--- src/design/awh_map.svh ---
// constants of the sector write command handler
//
// Contract
// - CDh runs as block multiple write but skips the implied erase; the code still erases when the sector is not blank.
// - 30h/31h write 1 to 256 sectors from count, zero meaning 256.
// - write starts at sector number plus cylinder/head or LBA fields.
// - on accept set BSY, then set DRQ, clear BSY, wait for data.
// - no interrupt is raised for the first sector's transfer.
// - after each sector set BSY, clear DRQ; next buffer: DRQ plus interrupt.
// - after last sector hold BSY until done, then clear BSY, interrupt.
// - on error stop at failing sector, keep its address in registers.
// - 38h skips the erase but erases anyway when sector is not blank.
// - 3Ch verifies each sector right after writing it.
// - feature register selects the SMART subcommand.
// - SMART with unsupported feature value is aborted.
// - block multiple write aborts unless block size set and enabled.
// - block size is one sector, one sector between interrupts.
// - BSY within 400 ns of accepting a block multiple write.
`ifndef AWH_MAP_SVH
`define AWH_MAP_SVH

// task-file register index
`define AWH_TF_DATA   3'h0
`define AWH_TF_FEAT   3'h1
`define AWH_TF_COUNT  3'h2
`define AWH_TF_SECN   3'h3
`define AWH_TF_CYLLO  3'h4
`define AWH_TF_CYLHI  3'h5
`define AWH_TF_DH     3'h6
`define AWH_TF_CMD    3'h7

// opcodes
`define AWH_OP_WR0      8'h30
`define AWH_OP_WR1      8'h31
`define AWH_OP_WR_NOER  8'h38
`define AWH_OP_WR_VFY   8'h3C
`define AWH_OP_MULT     8'hC5
`define AWH_OP_MULT_NOE 8'hCD
`define AWH_OP_SETMULT  8'hC6
`define AWH_OP_SMART    8'hB0

// smart subcommands
`define AWH_SM_RDATA  8'hD0
`define AWH_SM_RTHR   8'hD1
`define AWH_SM_ASAVE  8'hD2
`define AWH_SM_ENA    8'hD8
`define AWH_SM_DIS    8'hD9
`define AWH_SM_STAT   8'hDA

// status and error bits
`define AWH_ST_BSY   7
`define AWH_ST_DRDY  6
`define AWH_ST_DSC   4
`define AWH_ST_DRQ   3
`define AWH_ST_ERR   0
`define AWH_ER_MEDIA 8'h40
`define AWH_ER_ABRT  8'h04

// drive/head fields
`define AWH_DH_LBA   6
`define AWH_DH_DRV   4
`define AWH_DH_FIXED 8'hA0

// geometry, sector size, block size
`define AWH_WORDS    256
`define AWH_SPT      8'd63
`define AWH_HEADS    4'd15
`define AWH_BLOCK    8'h01

// busy latency
`define AWH_T_BSY_NS  400
`define AWH_CLK_NS    10
`define AWH_BSY_CYC   (`AWH_T_BSY_NS / `AWH_CLK_NS)

`endif

--- src/design/awh_pkg.sv ---
// types of the sector write command handler
package awh_pkg;

  typedef enum logic [2:0] {
    ST_IDLE   = 3'b000,
    ST_ACCEPT = 3'b001,
    ST_XFER   = 3'b010,
    ST_PROG   = 3'b011,
    ST_WAIT   = 3'b100
  } awh_state_t;

  typedef enum logic [2:0] {
    K_WRITE   = 3'b000,
    K_NOERASE = 3'b001,
    K_VERIFY  = 3'b010,
    K_MULTI   = 3'b011,
    K_MULTI_N = 3'b100,
    K_SETMULT = 3'b101,
    K_SMART   = 3'b110,
    K_BAD     = 3'b111
  } awh_kind_t;

endpackage

--- src/design/awh_addr_step.sv ---
// next sector address in chs or lba mode
`timescale 1ns/10ps
`default_nettype none
`include "awh_map.svh"

module awh_addr_step (
  input  wire logic        lba_mode,
  input  wire logic [3:0]  head_in,
  input  wire logic [15:0] cyl_in,
  input  wire logic [7:0]  sec_in,
  output logic      [3:0]  head_out,
  output logic      [15:0] cyl_out,
  output logic      [7:0]  sec_out
);

  // lba: one 28-bit count over head, cylinder and sector
  wire [27:0] lba_next = {head_in, cyl_in, sec_in} + 28'h0000001;
  wire        sec_wrap = (sec_in == `AWH_SPT);
  wire        head_wrap = (head_in == `AWH_HEADS);

  // chs: sector 1..spt, then head, then cylinder
  wire [7:0]  chs_sec = sec_wrap ? 8'h01 : sec_in + 8'h01;
  wire [3:0]  chs_head = !sec_wrap ? head_in :
                         head_wrap ? 4'h0 : head_in + 4'h1;
  wire [15:0] chs_cyl = (sec_wrap && head_wrap) ? cyl_in + 16'h0001
                                               : cyl_in;

  assign sec_out  = lba_mode ? lba_next[7:0]   : chs_sec;
  assign cyl_out  = lba_mode ? lba_next[23:8]  : chs_cyl;
  assign head_out = lba_mode ? lba_next[27:24] : chs_head;

endmodule // awh_addr_step
`default_nettype wire

--- src/design/awh_write_handler.sv ---
// sector write command handler behind the task-file registers
`timescale 1ns/10ps
`default_nettype none
`include "awh_map.svh"

module awh_write_handler (
  input  wire logic        clk,
  input  wire logic        rst_n,
  input  wire logic [2:0]  tf_addr,
  input  wire logic        tf_wr,
  input  wire logic        tf_rd,
  input  wire logic [15:0] tf_wdata,
  output logic      [15:0] tf_rdata,
  output logic             intrq,
  output logic             busy,
  output logic             drq,
  output logic             media_req,
  output logic             media_lba_mode,
  output logic             media_drive,
  output logic      [3:0]  media_head,
  output logic      [15:0] media_cyl,
  output logic      [7:0]  media_sec,
  output logic             media_erase,
  output logic             media_verify,
  input  wire logic        media_blank,
  input  wire logic [7:0]  media_raddr,
  output logic      [15:0] media_rdata,
  input  wire logic        media_done,
  input  wire logic        media_err,
  output logic             smart_enabled
);
  import awh_pkg::*;

  // sector buffer, filled by host, drained by media
  logic [15:0] sbuf [0:`AWH_WORDS-1];

  logic [7:0]  feat_q, count_q, secn_q, cyllo_q, cylhi_q, dh_q;
  logic [7:0]  err_q;
  logic        errst_q;
  logic        intrq_q;
  logic [7:0]  op_q;
  awh_kind_t   kind_q;
  logic        ok_q;
  awh_state_t  state_q, state_d;
  logic [8:0]  left_q;
  logic [7:0]  wptr_q;
  logic        multi_q;
  logic        smart_q;
  logic        mreq_q, erase_q, verify_q;
  logic [15:0] rdata_q, mrdata_q;
  logic [3:0]  nx_head;
  logic [15:0] nx_cyl;
  logic [7:0]  nx_sec;
  logic        is_xfer_q;
  logic [3:0]  head_q;

  // opcode classification
  function automatic awh_kind_t kind_of(input logic [7:0] op);
    if (op == `AWH_OP_WR0 || op == `AWH_OP_WR1)
      return K_WRITE;
    else if (op == `AWH_OP_WR_NOER)
      return K_NOERASE;
    else if (op == `AWH_OP_WR_VFY)
      return K_VERIFY;
    else if (op == `AWH_OP_MULT)
      return K_MULTI;
    else if (op == `AWH_OP_MULT_NOE)
      return K_MULTI_N;
    else if (op == `AWH_OP_SETMULT)
      return K_SETMULT;
    else if (op == `AWH_OP_SMART)
      return K_SMART;
    else
      return K_BAD;
  endfunction

  // smart subcommand check
  function automatic logic smart_ok(input logic [7:0] f);
    return f == `AWH_SM_RDATA || f == `AWH_SM_RTHR ||
           f == `AWH_SM_ASAVE || f == `AWH_SM_ENA ||
           f == `AWH_SM_DIS   || f == `AWH_SM_STAT;
  endfunction

  // host access decode
  wire        in_idle  = (state_q == ST_IDLE);
  wire        in_xfer  = (state_q == ST_XFER);
  wire        tf_write = tf_wr && in_idle;
  wire        cmd_wr   = tf_write && tf_addr == `AWH_TF_CMD;
  wire        data_wr  = tf_wr && in_xfer && tf_addr == `AWH_TF_DATA;
  wire        stat_rd  = tf_rd && tf_addr == `AWH_TF_CMD;
  wire [7:0]  new_op   = tf_wdata[7:0];
  wire awh_kind_t new_kind = kind_of(new_op);

  // verdict on the new command
  wire is_xfer_kind = new_kind == K_WRITE || new_kind == K_NOERASE ||
                      new_kind == K_VERIFY || new_kind == K_MULTI ||
                      new_kind == K_MULTI_N;
  wire is_multi     = new_kind == K_MULTI || new_kind == K_MULTI_N;
  wire multi_bad    = is_multi && !multi_q;
  wire setm_bad     = new_kind == K_SETMULT && count_q != 8'h00 &&
                      count_q != `AWH_BLOCK;
  wire smart_bad    = new_kind == K_SMART && !smart_ok(feat_q);
  wire new_ok       = !(new_kind == K_BAD || multi_bad ||
                        setm_bad || smart_bad);

  // sector progress
  wire sector_full  = data_wr && wptr_q == 8'hFF;
  wire last_sector  = left_q == 9'd1;
  wire good_done    = state_q == ST_WAIT && media_done && !media_err;
  wire bad_done     = state_q == ST_WAIT && media_done && media_err;
  wire no_erase     = kind_q == K_NOERASE || kind_q == K_MULTI_N;
  wire accept_end   = state_q == ST_ACCEPT && !(ok_q && is_xfer_q);

  // completion and next-buffer events raise the interrupt
  wire irq_set = accept_end || bad_done ||
                 (good_done && !last_sector) ||
                 (good_done && last_sector);

  // status image
  assign busy = state_q == ST_ACCEPT || state_q == ST_PROG ||
                state_q == ST_WAIT;
  assign drq  = in_xfer;
  wire [7:0] status = {busy, !busy, 1'b0, 1'b1, drq, 2'b00, errst_q};

  // register read mux
  wire [7:0] rd_byte =
    tf_addr == `AWH_TF_FEAT  ? err_q   :
    tf_addr == `AWH_TF_COUNT ? count_q :
    tf_addr == `AWH_TF_SECN  ? secn_q  :
    tf_addr == `AWH_TF_CYLLO ? cyllo_q :
    tf_addr == `AWH_TF_CYLHI ? cylhi_q :
    tf_addr == `AWH_TF_DH    ? {dh_q[7:4], head_q} :
    tf_addr == `AWH_TF_CMD   ? status  : 8'h00;

  // next sector address
  awh_addr_step u_step (
    .lba_mode (dh_q[`AWH_DH_LBA]),
    .head_in  (head_q),
    .cyl_in   ({cylhi_q, cyllo_q}),
    .sec_in   (secn_q),
    .head_out (nx_head),
    .cyl_out  (nx_cyl),
    .sec_out  (nx_sec)
  );

  // command state machine
  always_comb begin
    state_d = state_q;
    case (state_q)
      ST_IDLE:   if (cmd_wr) state_d = ST_ACCEPT;
      ST_ACCEPT: state_d = (ok_q && is_xfer_q) ? ST_XFER : ST_IDLE;
      ST_XFER:   if (sector_full) state_d = ST_PROG;
      ST_PROG:   state_d = ST_WAIT;
      ST_WAIT: begin
        if (bad_done || (good_done && last_sector))
          state_d = ST_IDLE;
        else if (good_done)
          state_d = ST_XFER;
      end
      default:   state_d = ST_IDLE;
    endcase
  end

  always_ff @(posedge clk) begin
    if (!rst_n) state_q <= ST_IDLE;
    else        state_q <= state_d;
  end

  // latched command
  always_ff @(posedge clk) begin
    if (!rst_n) begin
      op_q <= 8'h00;
      kind_q <= K_BAD;
      ok_q <= 1'b0;
      is_xfer_q <= 1'b0;
    end else if (cmd_wr) begin
      op_q <= new_op;
      kind_q <= new_kind;
      ok_q <= new_ok;
      is_xfer_q <= is_xfer_kind;
    end
  end

  // feature and drive/head registers, host written while idle
  always_ff @(posedge clk) begin
    if (!rst_n) begin
      feat_q <= 8'h00;
      dh_q <= `AWH_DH_FIXED;
    end else if (tf_write) begin
      if (tf_addr == `AWH_TF_FEAT) feat_q <= tf_wdata[7:0];
      if (tf_addr == `AWH_TF_DH)
        dh_q <= tf_wdata[7:0] | `AWH_DH_FIXED;
    end
  end

  // count and address: host writes, device steps per sector
  always_ff @(posedge clk) begin
    if (!rst_n) begin
      count_q <= 8'h01;
      secn_q <= 8'h01;
      cyllo_q <= 8'h00;
      cylhi_q <= 8'h00;
    end else if (tf_write) begin
      if (tf_addr == `AWH_TF_COUNT) count_q <= tf_wdata[7:0];
      if (tf_addr == `AWH_TF_SECN)  secn_q <= tf_wdata[7:0];
      if (tf_addr == `AWH_TF_CYLLO) cyllo_q <= tf_wdata[7:0];
      if (tf_addr == `AWH_TF_CYLHI) cylhi_q <= tf_wdata[7:0];
    end else if (good_done) begin
      count_q <= count_q - 8'h01; // residual count
      if (!last_sector) begin
        secn_q <= nx_sec;
        cyllo_q <= nx_cyl[7:0];
        cylhi_q <= nx_cyl[15:8];
      end
    end
  end

  // head bits follow the sector step
  always_ff @(posedge clk) begin
    if (!rst_n)
      head_q <= 4'h0;
    else if (tf_write && tf_addr == `AWH_TF_DH)
      head_q <= tf_wdata[3:0];
    else if (good_done && !last_sector)
      head_q <= nx_head;
  end

  // sectors still to go, zero count meaning 256
  always_ff @(posedge clk) begin
    if (!rst_n)
      left_q <= 9'd0;
    else if (cmd_wr)
      left_q <= (count_q == 8'h00) ? 9'd256 : {1'b0, count_q};
    else if (good_done)
      left_q <= left_q - 9'd1;
  end

  // block size and smart state
  always_ff @(posedge clk) begin
    if (!rst_n) begin
      multi_q <= 1'b0;
      smart_q <= 1'b0;
    end else if (state_q == ST_ACCEPT && ok_q) begin
      if (kind_q == K_SETMULT)
        multi_q <= count_q == `AWH_BLOCK;
      if (kind_q == K_SMART && feat_q == `AWH_SM_ENA)
        smart_q <= 1'b1;
      if (kind_q == K_SMART && feat_q == `AWH_SM_DIS)
        smart_q <= 1'b0;
    end
  end

  // error register and error status bit
  always_ff @(posedge clk) begin
    if (!rst_n) begin
      err_q <= 8'h00;
      errst_q <= 1'b0;
    end else if (cmd_wr) begin
      err_q <= 8'h00;
      errst_q <= 1'b0;
    end else if (state_q == ST_ACCEPT && !ok_q) begin
      err_q <= `AWH_ER_ABRT;
      errst_q <= 1'b1;
    end else if (bad_done) begin
      err_q <= `AWH_ER_MEDIA;
      errst_q <= 1'b1;
    end
  end

  // interrupt: set wins over the status-read clear
  always_ff @(posedge clk) begin
    if (!rst_n)
      intrq_q <= 1'b0;
    else if (irq_set)
      intrq_q <= 1'b1;
    else if (stat_rd || cmd_wr)
      intrq_q <= 1'b0;
  end

  // host word fill pointer
  always_ff @(posedge clk) begin
    if (!rst_n)
      wptr_q <= 8'h00;
    else if (state_q != ST_XFER)
      wptr_q <= 8'h00;
    else if (data_wr)
      wptr_q <= wptr_q + 8'h01;
  end

  // buffer write by host, read by media
  always_ff @(posedge clk) begin
    if (data_wr) sbuf[wptr_q] <= tf_wdata;
    mrdata_q <= sbuf[media_raddr];
  end

  // media request with erase and verify choice
  always_ff @(posedge clk) begin
    if (!rst_n) begin
      mreq_q <= 1'b0;
      erase_q <= 1'b1;
      verify_q <= 1'b0;
    end else begin
      mreq_q <= state_q == ST_PROG;
      if (state_q == ST_PROG) begin
        erase_q <= !no_erase || !media_blank;
        verify_q <= kind_q == K_VERIFY;
      end
    end
  end

  // registered read data
  always_ff @(posedge clk) begin
    if (!rst_n)
      rdata_q <= 16'h0000;
    else if (tf_rd)
      rdata_q <= {8'h00, rd_byte};
  end

  assign tf_rdata       = rdata_q;
  assign intrq          = intrq_q;
  assign media_req      = mreq_q;
  assign media_rdata    = mrdata_q;
  assign media_erase    = erase_q;
  assign media_verify   = verify_q;
  assign media_lba_mode = dh_q[`AWH_DH_LBA];
  assign media_drive    = dh_q[`AWH_DH_DRV];
  assign media_head     = head_q;
  assign media_cyl      = {cylhi_q, cyllo_q};
  assign media_sec      = secn_q;
  assign smart_enabled  = smart_q;

endmodule // awh_write_handler
`default_nettype wire

--- config.mk ---
export PLATFORM = sky130hd
export DESIGN_NAME = awh_write_handler
export DESIGN_NICKNAME = d
export VERILOG_FILES = /design/src/design/awh_pkg.sv /design/src/design/awh_addr_step.sv /design/src/design/awh_write_handler.sv
export VERILOG_INCLUDE_DIRS = /design/src /design/src/design
export SDC_FILE = /design/constraint.sdc
export NUM_CORES = 2
export LEC_CHECK = 0
export BUFFER_PORTS_ARGS = -buffer_cell sky130_fd_sc_hd__buf_4
export CORE_MARGIN = 5
export CORE_UTILIZATION = 35
export CTS_BUF_LIST = sky130_fd_sc_hd__clkbuf_4 sky130_fd_sc_hd__clkbuf_8 sky130_fd_sc_hd__clkbuf_16
export DETAILED_ROUTE_END_ITERATION = 8
export PLACE_DENSITY = 0.47
export SLEW_MARGIN = 20
export SYNTH_ARGS = -nofsm -noshare
export SYNTH_HDL_FRONTEND = slang
export SYNTH_SLANG_ARGS = --single-unit
--- constraint.sdc ---
create_clock -name clk -period 3.42 [get_ports clk]
set_clock_uncertainty 0.2 [all_clocks]
set_input_delay 0.342 -clock clk [delete_from_list [all_inputs] [get_ports clk]]
set_output_delay 0.342 -clock clk [all_outputs]
set_load 0.01 [all_outputs]
==> results.tsv <==
stage	metric	value	unit
hold_path	Hold Startpoint	media_done	
hold_path	HP Class	in2reg	
clock_tree	CTS tree	done	
synthesis	xor/xnor share of the synthesized area	0.05904	%
route	vias per std cell	5.477	
run	MaxCap Viol Count	0	
global_routing	largest net degree at the start of global routing	144	
timing	crit path time final	3.358	ns
critical_path	CP Launch Type	primary input	
critical_path	R2R setup slack	0.22	ns
synthesis	Post-Syn Area	0.1632	mm2
die	Die ar.	0.4800	mm2
clock_tree	Worst-Skew Late Latency	0.98	ns
timing	RSZ-0062 raised after global routing	no	
synthesis	post-synthesis adder-cell area fraction	0.09201	%
timing	crit share post-route	98.19	%
route	DR pass1 iterations	8	
final_layout	layout cell share with drive strength beyond 1	28.64	%
final_layout	final-stage net count	9133	
die	Die X	692.8	um
die	Die Y	692.8	um
critical_path	CP required	4.09	ns
synthesis	Most used DFF post-synth	edfxtp_1	
synthesis	Netlist cell types	80	
synthesis	FFs w/ async S/R, synth	0	%
power	Max IR drop VDD	447.8	uV
die	# IOs	103	
die	Initial Utilization	35.15	%
clock_tree	clock-pin slew on the worst setup and hold paths	0.06	ns
critical_path	largest fanout on the critical path	33	
global_routing	global route total overflow	0	
synthesis	Synth Area per Inst	20.30	um2
hold_path	Hold Path Stages	6	
global_routing	vias in the first global route	86973	
synthesis	Compound-Gate Fraction of Synth Area	4.254	%
global_routing	GRT Util Overall	20.42	%
synthesis	register area share after synthesis	76.65	%
route	WL final	502300	um
placed_design	Port Buffers	94	
clock_tree	H-tree depth	5	
synthesis	simple-gate share of the synthesized area	2.581	%
critical_path	CP endpoint kind	register	
synthesis	Syn Inst Count	8037	
clock_tree	clk root buf	clkbuf_16	
timing	Max-slew headroom	22.56	%
die	FP Rows	250	
clock_tree	number of CTS-inserted buffers	453	
synthesis	post-synthesis mux area share	14.64	%
critical_path	Critical Path Start	media_raddr[0]	
critical_path	critical path data arrival time	4.02	ns
route	Post-DRT Antenna Nets	0	
timing	setup TNS	0	ns
critical_path	reg2reg start	sbuf[158][2]$_DFFE_PP_	
global_routing	antenna violations before repair	27	
critical_path	WS Path Type	in2reg	
die	CORE AREA	0.4642	mm2
clock_tree	worst-case clock buffer depth	4	
timing	Max Clk Rate	297.8	MHz
synthesis	largest family of logic cells by synthesized area	multiplexers	
route	First DRT Iteration DRCs	8374	
synthesis	number of synthesized flops with an enable pin	4096	
hold_path	Hold EP	state_q[0]$_SDFFE_PN0P_	
power	Power Dens Cells	569.7	mW/mm2
synthesis	synth warn	0	
final_layout	Syn-to-layout area delta	20.47	%
synthesis	FF+latch count, synth	4200	
timing	Slew @ Worst Pin	1.159	ns
global_routing	first-pass GRT wire length	699800	um
timing	fin worst setup slack	0.06201	ns
timing	Hold Fails Final Rpt	0	
status	outcome	complete, no violations	
route	# DRC	0	
clock_tree	clock net sink count	4200	
placed_design	DP Worst Slack	-0.9603	ns
route	routed wire length per instance	32.09	um
route	vias	85744	
critical_path	end of the worst register-to-register path	media_rdata[2]$_DFF_P_	
timing	pins over their slew limit	0	
placed_design	Routability Congestion	0.8168	
critical_path	FF-to-FF path depth	8	
power	P_leak	63.38	nW
timing	final setup fails	0	
placed_design	DP Wirelength	315100	um
==> kinds of logic after synthesis <==
group / after synthesis
buffers and inverters: 521
flip-flops: 4200
XOR/XNOR: 11
adder cells (fa/ha/maj): 12
multiplexers: 1380
other: 1
AND/OR/NAND/NOR: 913
AO/OA/AOI/OAI: 999
==> per-stage QoR <==
step	power (mW)	util [%]	hold WS (ns)	std cells	cell area (um2)
final	112.0	42.35	0.1164	15654	196600
after floorplan	60.36	-	0.2409	8044	163200
after global routing	115.5	42.35	0.09190	15648	196600
after global placement	63.78	39.01	0.2631	14763	181100
after detailed placement	63.86	39.02	0.2738	14764	181100
after CTS	113.2	42.34	0.004109	15647	196600
==> cells in the final DEF, fill, tap and decap left out, drive strengths merged, types with 43 or more instances in the layout <==
cell type     n
a211oi       43
a21oi       191
a221oi       54
a22o         55
buf        1044
clkbuf      571
clkinv      203
dfxtp       104
edfxtp     4096
mux2i       568
mux4        804
nand2       162
nand3        53
nor2        424
nor3         84
nor4         60
o21ai       138
o221ai      203
o22ai       167
==> report_power, final <==
| group | switching, mW | internal [mW] | leakage [nW] | total, mW |
|---|---|---|---|---|
| Combinational | 3.87 | 2.23 | 18.3 | 6.10 |
| Clock | 20.4 | 28.8 | 7.48 | 49.3 |
| Sequential | 0.127 | 56.5 | 37.6 | 56.6 |
| Total | 24.4 | 87.6 | 63.4 | 112 |
==> area by class of cell <==
cell class | count | area [um2]
antenna | 8 | 20.02
clock buffer | 571 | 12420
clock inverter | 269 | 2591
fill | 40645 | 267600
inverter | 23 | 101.3
multi-input combinational | 3323 | 35650
sequential | 4200 | 125100
tap | 6174 | 7725
timing repair buffer | 1086 | 12990
==> registers in the layout, indices dropped and copies added (netlist names), 2 cells and up <==
register and count:
sbuf 4096, media_rdata 16, left_q 9, count_q 8, cylhi_q 8, cyllo_q 8, feat_q 8, media_sec 8
tf_rdata 8, wptr_q 8, media_head 4, kind_q 3, state_q 3, dh_q 2, err_q 2
==> how the worst max path moves through the flow <==
stage                                    to
finish              media_rdata[14]$_DFF_P_
global route         media_rdata[0]$_DFF_P_
CTS                       ok_q$_SDFFE_PN0P_
detailed placement  media_rdata[14]$_DFF_P_
global placement     media_rdata[2]$_DFF_P_
floorplan            sbuf[223][0]$_DFFE_PP_
==> critical path: stages <==
cell     delay [ns]
buf_16         0.20
buf_12         0.26
buf_12         0.22
buf_12         0.25
buf_4          0.26
mux4_2         0.55
o22ai_1        0.17
nor3_1         0.11
o32ai_1        0.88
a211o_1        0.52
nor3_1         0.09
==> layer usage <==
metal | global-route usage, % | part of all wire (%) | wire length [um]
met1 | 29.33 | 44 | 221900
met2 | 33.16 | 48 | 240100
met3 | 2.671 | 5.5 | 27560
met4 | 4.849 | 2.5 | 12710
met5 | 0 | 0.0026 | 13
==> cells in the mapped netlist, types with 10 or more instances <==
cell type  instances  area, um2
nand3_1           53      265.3
nor4_1            60      375.4
clkbuf_1         246      923.4
o21ai_1           17      85.08
a31oi_1           13      81.33
ha_1              12      150.1
mux4_2           804      18110
and3_1            18      112.6
o31ai_1           21      157.7
nand4_1           17      106.4
a21oi_1          190      950.9
o22ai_1          167       1045
and4_1            10      87.58
nor2b_1           17      106.4
a22oi_1           39      292.8
edfxtp_1        4096     123000
buf_4             68      510.5
a211o_1           11      96.34
dfxtp_1          104       2082
buf_1             40      150.1
nor3_1            83      415.4
buf_6             65      732.0
mux2i_1          568       5685
nand2b_1          13      81.33
a211oi_1          43      322.8
nor2_1           424       1592
a221oi_1          54      473.0
o221ai_1         203       1778
a22o_1            55      481.7
nand2_1          162      608.1
inv_1             21      78.83
buf_2             77      385.4
o21ai_0          121      605.6
==> what timing repair did <==
action | CTS | global route
resized for setup | 0 | 3
setup buffers | 0 | 0
endpoints found under the hold margin | 2506 | 0
setup endpoints to repair | 0 | 2
hold buffers | 43 | 0
Note: power is estimated with default switching activity, not from simulation.
